[config.mk]
export PLATFORM = sky130hd
export DESIGN_NAME = asfr_core
export DESIGN_NICKNAME = d
export VERILOG_FILES = /design/src/logic/asfr_core.v
export VERILOG_INCLUDE_DIRS = /design/src /design/src/logic
export SDC_FILE = /design/constraint.sdc
export NUM_CORES = 1
export LEC_CHECK = 0
export ABC_AREA = 1
export BUFFER_PORTS_ARGS = -buffer_cell sky130_fd_sc_hd__buf_2
export CELL_PAD_IN_SITES_DETAIL_PLACEMENT = 0
export CELL_PAD_IN_SITES_GLOBAL_PLACEMENT = 1
export CORE_MARGIN = 4
export CORE_UTILIZATION = 37
export DETAILED_ROUTE_END_ITERATION = 16
export GPL_TIMING_DRIVEN = 0
export HOLD_SLACK_MARGIN = 0.05
export PLACE_DENSITY_LB_ADDON = 0.15
export RECOVER_POWER = 50
export SLEW_MARGIN = 20
export SYNTH_ARGS = -nofsm -noshare
export SYNTH_HDL_FRONTEND = slang
export SYNTH_SLANG_ARGS = --single-unit
[constraint.sdc]
create_clock -name clk_sys -period 4.95 [get_ports clk_sys]
set_input_delay 0.2475 -clock clk_sys [delete_from_list [all_inputs] [get_ports clk_sys]]
set_output_delay 0.2475 -clock clk_sys [all_outputs]
set_load 0.02 [all_outputs]
[src/logic/asfr_regs.vh]
// Offsets, field positions and reset values of the ALU condition flag register
`ifndef ASFR_REGS_VH
`define ASFR_REGS_VH
// ****************************************
// Register offsets (byte addresses)
// ****************************************
`define ASFR_FLAGS_OFS 8'h00
`define ASFR_OPCTL_OFS 8'h04
`define ASFR_OPERAND_OFS 8'h08
`define ASFR_RESULT_OFS 8'h0c
// ****************************************
// Flag field positions
// ****************************************
`define ASFR_BIT_C 0
`define ASFR_BIT_NIB 1
`define ASFR_BIT_Z 2
`define ASFR_BIT_SOV 3
`define ASFR_BIT_N 4
`define ASFR_FLAG_MASK 8'h1f
// ****************************************
// Operation codes
// ****************************************
`define ASFR_OP_ADD 4'h0
`define ASFR_OP_SUB 4'h1
`define ASFR_OP_AND 4'h2
`define ASFR_OP_IOR 4'h3
`define ASFR_OP_XOR 4'h4
`define ASFR_OP_CLR 4'h5
`define ASFR_OP_BSET 4'h6
`define ASFR_OP_BCLR 4'h7
`define ASFR_OP_SWAP 4'h8
`define ASFR_OP_FMOV 4'h9
`define ASFR_OP_AMOV 4'ha
`define ASFR_OP_MOVF 4'hb
// ****************************************
// Reset values and bus response codes
// ****************************************
`define ASFR_FLAGS_RST 8'h00
`define ASFR_OPCTL_RST 32'h0000_0000
`define ASFR_RESP_OKAY 2'b00
`define ASFR_RESP_SLVERR 2'b10
`endif

[src/logic/asfr_core.v]
// ALU condition flag register with an AXI4-Lite register port
//
// What this block does
// - The flag register is read and written like the operand register, but its bits 7 to 5 always stay zero.
// - A flag-changing op aimed at the flags drops its computed result.
// - Clearing the flags sets zero, keeps the rest, zeroes bits 7 to 5.
// - Bit set, bit clear, swap and both moves leave the five flags alone unless aimed at them.
// - Subtraction uses carry and nibble carry as not-borrow flags.
// - The negative flag in bit 4 copies the result's top bit.
//
// Design decisions made here: the AXI4-Lite slave port and the placing of the registers.
`timescale 1ns/1ps
`default_nettype none
`include "asfr_regs.vh"
module asfr_core (
	input wire clk_sys,
	input wire rst_n,
	input wire [7:0] s_axi_awaddr,
	input wire s_axi_awvalid,
	output reg s_axi_awready,
	input wire [31:0] s_axi_wdata,
	input wire [3:0] s_axi_wstrb,
	input wire s_axi_wvalid,
	output reg s_axi_wready,
	output reg [1:0] s_axi_bresp,
	output reg s_axi_bvalid,
	input wire s_axi_bready,
	input wire [7:0] s_axi_araddr,
	input wire s_axi_arvalid,
	output reg s_axi_arready,
	output reg [31:0] s_axi_rdata,
	output reg [1:0] s_axi_rresp,
	output reg s_axi_rvalid,
	input wire s_axi_rready,
	output reg [7:0] alu_condition_flags_ff
);
// ****************************************
// Register state
// ****************************************
reg [7:0] operand_ff;
reg [7:0] result_ff;
reg [31:0] opctl_ff;
reg [7:0] nxt_flags;
reg [7:0] nxt_result;
reg aw_held_ff;
reg w_held_ff;
reg [7:0] awaddr_ff;
reg [31:0] wdata_ff;
reg [3:0] wstrb_ff;
wire [3:0] op_code = opctl_ff[3:0];
wire to_flags = opctl_ff[4];
wire [2:0] bit_sel = opctl_ff[10:8];
wire [7:0] literal = opctl_ff[23:16];
wire do_write = aw_held_ff && w_held_ff && !s_axi_bvalid;
wire op_go = do_write && awaddr_ff == `ASFR_OPCTL_OFS && wstrb_ff[0];
// Source read of the file side: flags register or operand register
wire [7:0] file_src = to_flags ? alu_condition_flags_ff : operand_ff;
// ****************************************
// Byte lane merge
// ****************************************
function [31:0] merge;
	input [31:0] old_v;
	input [31:0] new_v;
	input [3:0] strb;
	integer i;
	begin
		merge = old_v;
		for (i = 0; i < 4; i = i + 1) begin
			if (strb[i]) begin
				merge[i*8 +: 8] = new_v[i*8 +: 8];
			end
		end
	end
endfunction
// ****************************************
// ALU and flag update
// ****************************************
reg [8:0] sum;
reg [4:0] nib;
reg [7:0] res;
reg arith;
reg logic_op;
reg keep;
always @* begin
	sum = 9'h000;
	nib = 5'h00;
	res = 8'h00;
	arith = 1'b0;
	logic_op = 1'b0;
	keep = 1'b1;
	nxt_flags = alu_condition_flags_ff;
	nxt_result = result_ff;
	case (op_code)
		`ASFR_OP_ADD: begin
			sum = {1'b0, file_src} + {1'b0, literal};
			nib = {1'b0, file_src[3:0]} + {1'b0, literal[3:0]};
			res = sum[7:0];
			arith = 1'b1;
		end
		`ASFR_OP_SUB: begin
			// Two's complement add; carries act as not-borrow
			sum = {1'b0, file_src} + {1'b0, ~literal} + 9'h001;
			nib = {1'b0, file_src[3:0]} + {1'b0, ~literal[3:0]} + 5'h01;
			res = sum[7:0];
			arith = 1'b1;
		end
		`ASFR_OP_AND: begin
			res = file_src & literal;
			logic_op = 1'b1;
		end
		`ASFR_OP_IOR: begin
			res = file_src | literal;
			logic_op = 1'b1;
		end
		`ASFR_OP_XOR: begin
			res = file_src ^ literal;
			logic_op = 1'b1;
		end
		`ASFR_OP_MOVF: begin
			res = file_src;
			logic_op = 1'b1;
		end
		`ASFR_OP_CLR: begin
			res = 8'h00;
			// Only zero changes; top bits are unimplemented
			nxt_flags = (alu_condition_flags_ff & `ASFR_FLAG_MASK)
				| (8'h01 << `ASFR_BIT_Z);
			keep = 1'b0;
		end
		`ASFR_OP_BSET: res = file_src | (8'h01 << bit_sel);
		`ASFR_OP_BCLR: res = file_src & ~(8'h01 << bit_sel);
		`ASFR_OP_SWAP: res = {file_src[3:0], file_src[7:4]};
		`ASFR_OP_FMOV: res = operand_ff;
		`ASFR_OP_AMOV: res = literal;
		default: res = file_src;
	endcase
	if (arith) begin
		nxt_flags[`ASFR_BIT_C] = sum[8];
		nxt_flags[`ASFR_BIT_NIB] = nib[4];
		nxt_flags[`ASFR_BIT_SOV] = (file_src[7] ==
			(op_code == `ASFR_OP_SUB ? ~literal[7] : literal[7]))
			&& (res[7] != file_src[7]);
	end
	if (arith || logic_op) begin
		nxt_flags[`ASFR_BIT_Z] = (res == 8'h00);
		nxt_flags[`ASFR_BIT_N] = res[7];
	end
	if (to_flags) begin
		if (arith || logic_op || !keep) begin
			// Flag update wins; computed value is discarded
			nxt_result = result_ff;
		end else begin
			nxt_flags = res & `ASFR_FLAG_MASK;
		end
	end else begin
		nxt_result = res;
	end
end
// ****************************************
// AXI4-Lite write side
// ****************************************
always @(posedge clk_sys or negedge rst_n) begin
	if (!rst_n) begin
		s_axi_awready <= 1'b1;
		s_axi_wready <= 1'b1;
		s_axi_bvalid <= 1'b0;
		s_axi_bresp <= `ASFR_RESP_OKAY;
		aw_held_ff <= 1'b0;
		w_held_ff <= 1'b0;
		awaddr_ff <= 8'h00;
		wdata_ff <= 32'h0000_0000;
		wstrb_ff <= 4'h0;
		alu_condition_flags_ff <= `ASFR_FLAGS_RST;
		operand_ff <= 8'h00;
		result_ff <= 8'h00;
		opctl_ff <= `ASFR_OPCTL_RST;
	end else begin
		if (s_axi_awvalid && s_axi_awready) begin
			awaddr_ff <= s_axi_awaddr;
			aw_held_ff <= 1'b1;
			s_axi_awready <= 1'b0;
		end
		if (s_axi_wvalid && s_axi_wready) begin
			wdata_ff <= s_axi_wdata;
			wstrb_ff <= s_axi_wstrb;
			w_held_ff <= 1'b1;
			s_axi_wready <= 1'b0;
		end
		if (op_go) begin
			alu_condition_flags_ff <= nxt_flags;
			result_ff <= nxt_result;
		end
		if (do_write) begin
			aw_held_ff <= 1'b0;
			w_held_ff <= 1'b0;
			s_axi_bvalid <= 1'b1;
			s_axi_bresp <= `ASFR_RESP_OKAY;
			if (awaddr_ff == `ASFR_FLAGS_OFS) begin
				if (wstrb_ff[0]) begin
					alu_condition_flags_ff <=
						wdata_ff[7:0] & `ASFR_FLAG_MASK;
				end
			end else if (awaddr_ff == `ASFR_OPCTL_OFS) begin
				opctl_ff <= merge(opctl_ff, wdata_ff, wstrb_ff);
			end else if (awaddr_ff == `ASFR_OPERAND_OFS) begin
				if (wstrb_ff[0]) begin
					operand_ff <= wdata_ff[7:0];
				end
			end else if (awaddr_ff != `ASFR_RESULT_OFS) begin
				s_axi_bresp <= `ASFR_RESP_SLVERR;
			end
		end
		if (s_axi_bvalid && s_axi_bready) begin
			s_axi_bvalid <= 1'b0;
			s_axi_awready <= 1'b1;
			s_axi_wready <= 1'b1;
		end
	end
end
// ****************************************
// AXI4-Lite read side
// ****************************************
always @(posedge clk_sys or negedge rst_n) begin
	if (!rst_n) begin
		s_axi_arready <= 1'b1;
		s_axi_rvalid <= 1'b0;
		s_axi_rdata <= 32'h0000_0000;
		s_axi_rresp <= `ASFR_RESP_OKAY;
	end else begin
		if (s_axi_arvalid && s_axi_arready) begin
			s_axi_arready <= 1'b0;
			s_axi_rvalid <= 1'b1;
			s_axi_rresp <= `ASFR_RESP_OKAY;
			if (s_axi_araddr == `ASFR_FLAGS_OFS) begin
				s_axi_rdata <= {24'h000000,
					alu_condition_flags_ff};
			end else if (s_axi_araddr == `ASFR_OPCTL_OFS) begin
				s_axi_rdata <= opctl_ff;
			end else if (s_axi_araddr == `ASFR_OPERAND_OFS) begin
				s_axi_rdata <= {24'h000000, operand_ff};
			end else if (s_axi_araddr == `ASFR_RESULT_OFS) begin
				s_axi_rdata <= {24'h000000, result_ff};
			end else begin
				s_axi_rdata <= 32'h0000_0000;
				s_axi_rresp <= `ASFR_RESP_SLVERR;
			end
		end
		if (s_axi_rvalid && s_axi_rready) begin
			s_axi_rvalid <= 1'b0;
			s_axi_arready <= 1'b1;
		end
	end
end
endmodule
`default_nettype wire

==> run metrics <==
Layout area overhead 24.89%; maximum clock insertion buffer count 2; DRT Pass-1 Iters 5; CTS Hold Bufs 44; Synth Area in Compound Gates 12.34%; core box area 20300 µm²; crit path max fanout 10; Vias 7125; fin crit share 71.39%; Reg2Reg Setup Slack 1.42 ns; Mapped Cells 1042; CTS Root Cell clkbuf_16; DR iter-0 viols 498; pins over their slew limit 48; Antenna Violating Nets Remaining 0; Ys Warns 0; reg2reg path depth 16; final wirelength 23.75 mm; # diodes 0; DP Worst Slack 1.500 ns; Post-Place Cells 1419; Die Height 151.8 µm; vias in the first global route 6886; Worst path depth 16; critical path arrival 3.88 ns; drt wl/cell 15.88 µm; Synth Area in Simple Gates 29.01%; largest net degree at the start of global routing 95; port bufs 105; Power per Cell Area 498.8 nW/µm²; end point of the worst hold path wdata_ff[7]$_DFFE_PN0P_; Die Footprint 23030 µm²; Post-synth EDFFs 0; Worst Setup Start Kind flop; Via density 4.766; Synth Area in XOR/XNOR 0.1145%; Top FF cell, synth dfrtp_1; Worst VDD drop 0.3248 mV; library cells used by synthesis 42; CP bufs+invs 3; WHS Path Cells 3; row cnt 52; Slowest cell on crit path o21ai_0; worst skew pair latency 0.42 ns; CTS tree done; CP Class reg2reg; number of fill cells 2138; utilization after layout 47.05%; sequential share of the synthesized area 46.19%; fraction of layout cells with a size suffix above 1 12.24%; Async SR Flop Fraction 100.0%; I/O Pins 108; clock sink count 141; synthesized area per cell 7.339 µm²; max_cap viols 1; DPL Wire Length 17.93 mm; drt drc 0; hold wc startpoint s_axi_wdata[7]; Final Non-Filler Cells 1495; min cycle time layout 3.534 ns; Adder-Cell Fraction of Synth Area 3.632%; initial antenna violation count 0; Crit path max-delay family compound AO/OA/AOI/OAI gates; remaining global-route overflow 0; die width 151.8 µm; max incr delay on CP 0.69 ns; Max-slew headroom -83.87%; H-tree levels 4; multiplexer area fraction after synthesis 0%; failing checks capacitance limit, slew limit; status finished, violations left; fin nets 1292; WP data required 5.29 ns; Worst Skew 0.008013 ns; Worst Slack Setup Final 1.416 ns; #FFs+latches synth 141; Setup crit end kind flop; first-pass GRT wire length 37.63 mm; worst slew pin tran 2.758 ns; # Post-CTS Setup Buffers 0; Fin. Hold Viols 0; # resized after CTS 0; worst path cell trace buf_4 -> o21ai_0 -> inv_1 -> fa_1 -> inv_1 -> nand2_1 -> a21oi_1 -> nand2b_1 -> nand3_1 -> nor2_1 -> nand3_2 -> nor2_1 -> nand4_1 -> nand2_1 -> nand2_1 -> a21oi_1; RSZ-0062 raised after global routing no; Initial Util 37.67%; Hold Path Class in2reg; setup violators final 0; Worst-path clk slew 0.06 ns; CTS Buf Count 17; Total Routing Usage GR 21.30%; largest family of logic cells by synthesized area simple AND/OR/NAND/NOR gates; setup_tns 0 ns; Pleak 4.869 nW; Worst R2R Start opctl_ff[4]$_DFFE_PN0P_; Mapped Area 7647 µm²; Crit path top cell by count nand2_1; FMAX 283.0 MHz; final RePlAce weighted congestion 0.9268
==> report_power, final <==
| part | internal, mW | switching [mW] | total [mW] |
|---|---|---|---|
| registers | 1.47 | 0.218 | 1.69 |
| logic | 0.546 | 1.19 | 1.73 |
| clock network | 0.772 | 0.567 | 1.34 |
==> layout by cell type, fill, tap and decap left out, drive strengths merged <==
cell         count
nand2          344
inv            148
dfrtp          138
o21ai          111
nor2           105
buf             82
clkbuf          70
nand3           63
a21oi           50
dlygate4sd3     44
ha              19
nand4           10
o22ai           10
nor3             5
dfstp            3
nor4             3
o21bai           2
fa               2
conb             2
bufinv           2
clkinv           2
o211ai           1
a21o             1
nand2b           1
a22oi            1
xor2             1
or2              1
o221ai           1
a211oi           1
a31oi            1
clkinvlp         1
==> flip-flops by register name (all words and copies together) (netlist names), 4 cells and up, named ones only <==
| register | flops |
|---|---|
| alu_condition_flags_ff | 7 |
| s_axi_rdata | 32 |
| wstrb_ff | 4 |
| result_ff | 8 |
| operand_ff | 8 |
| wdata_ff | 32 |
| awaddr_ff | 8 |
| opctl_ff | 32 |
==> cell families after synthesis <==
logic type / after synthesis
and+or+nand+nor: 532
DFF: 141
buffers and inverters: 167
adders and majority gates: 21
AOI/OAI and AO/OA: 179
xor gates and xnor gates: 1
other: 1
==> layer usage <==
layer,vias up,global-route usage [%],part of all wire [%]
met5,-,0,0
met4,0,4.088,0.88
met3,21,3.748,4.3
met2,157,34.20,46
met1,3308,30.51,49
li1,3639,-,-
==> how the worst max path moves through the flow <==
stage,to,startpoint,slack [ns]
after floorplan,alu_condition_flags_ff[4]$_DFF_PN0_,opctl_ff[4]$_DFFE_PN0P_,2.37
after global placement,flop,opctl_ff[4]$_DFFE_PN0P_,1.47
after detailed placement,flop,opctl_ff[4]$_DFFE_PN0P_,1.50
after CTS,flop,opctl_ff[4]$_DFFE_PN0P_,1.46
after global routing,flop,opctl_ff[4]$_DFFE_PN0P_,1.26
final,flop,opctl_ff[4]$_DFFE_PN0P_,1.42
==> worst reg2reg max path, cell delays in order, from the launching register on <==
cell and delay [ns]:
dfrtp_1 0.44, buf_4 0.20, o21ai_0 0.69, inv_1 0.22, fa_1 0.43, inv_1 0.08
nand2_1 0.07, a21oi_1 0.34, nand2b_1 0.18, nand3_1 0.09, nor2_1 0.12, nand3_2 0.12
nor2_1 0.12, nand4_1 0.09, nand2_1 0.08, nand2_1 0.09, a21oi_1 0.13
==> cells in the mapped netlist, types with 4 or more instances <==
library cell  count  area [µm²]
buf_2             5       25.02
nand4_1          10       62.56
buf_4             4       30.03
clkbuf_1         17       63.81
inv_2             9       33.78
nand3_1          62       310.3
o21ai_0          95       475.5
o21ai_1          16       80.08
dfrtp_1         138        3453
o22ai_1           9       56.30
nor3_1            5       25.02
nor2_2            6       37.54
nand2_1         332        1246
ha_1             19       237.7
a21oi_1          49       245.2
inv_1           128       480.5
nand2_2          11       68.82
nor2_1           96       360.4
==> final cells by class <==
type | instances | area, µm² | area share, %
inverter | 138 | 518.0 | 5.424
tap | 270 | 337.8 | 3.537
sequential | 141 | 3532 | 36.98
multi-input combinational | 735 | 3456 | 36.18
clock inverter | 15 | 187.7 | 1.965
buffer | 29 | 145.1 | 1.520
timing repair buffer | 150 | 948.4 | 9.931
clock buffer | 17 | 425.4 | 4.454
==> metrics by stage <==
stage          hold slack, ns  instance area (µm²)  power, mW
5_1_grt               0.05849                 9550      5.124
2_1_floorplan        -0.04809                 7651      2.851
4_1_cts               0.05179                 9605      4.800
3_5_place_dp           0.1786                 8552      3.415
6_report              0.06257                 9550      4.764
3_3_place_gp           0.4232                 8514      3.396
Power figures use the tool's default switching activity.
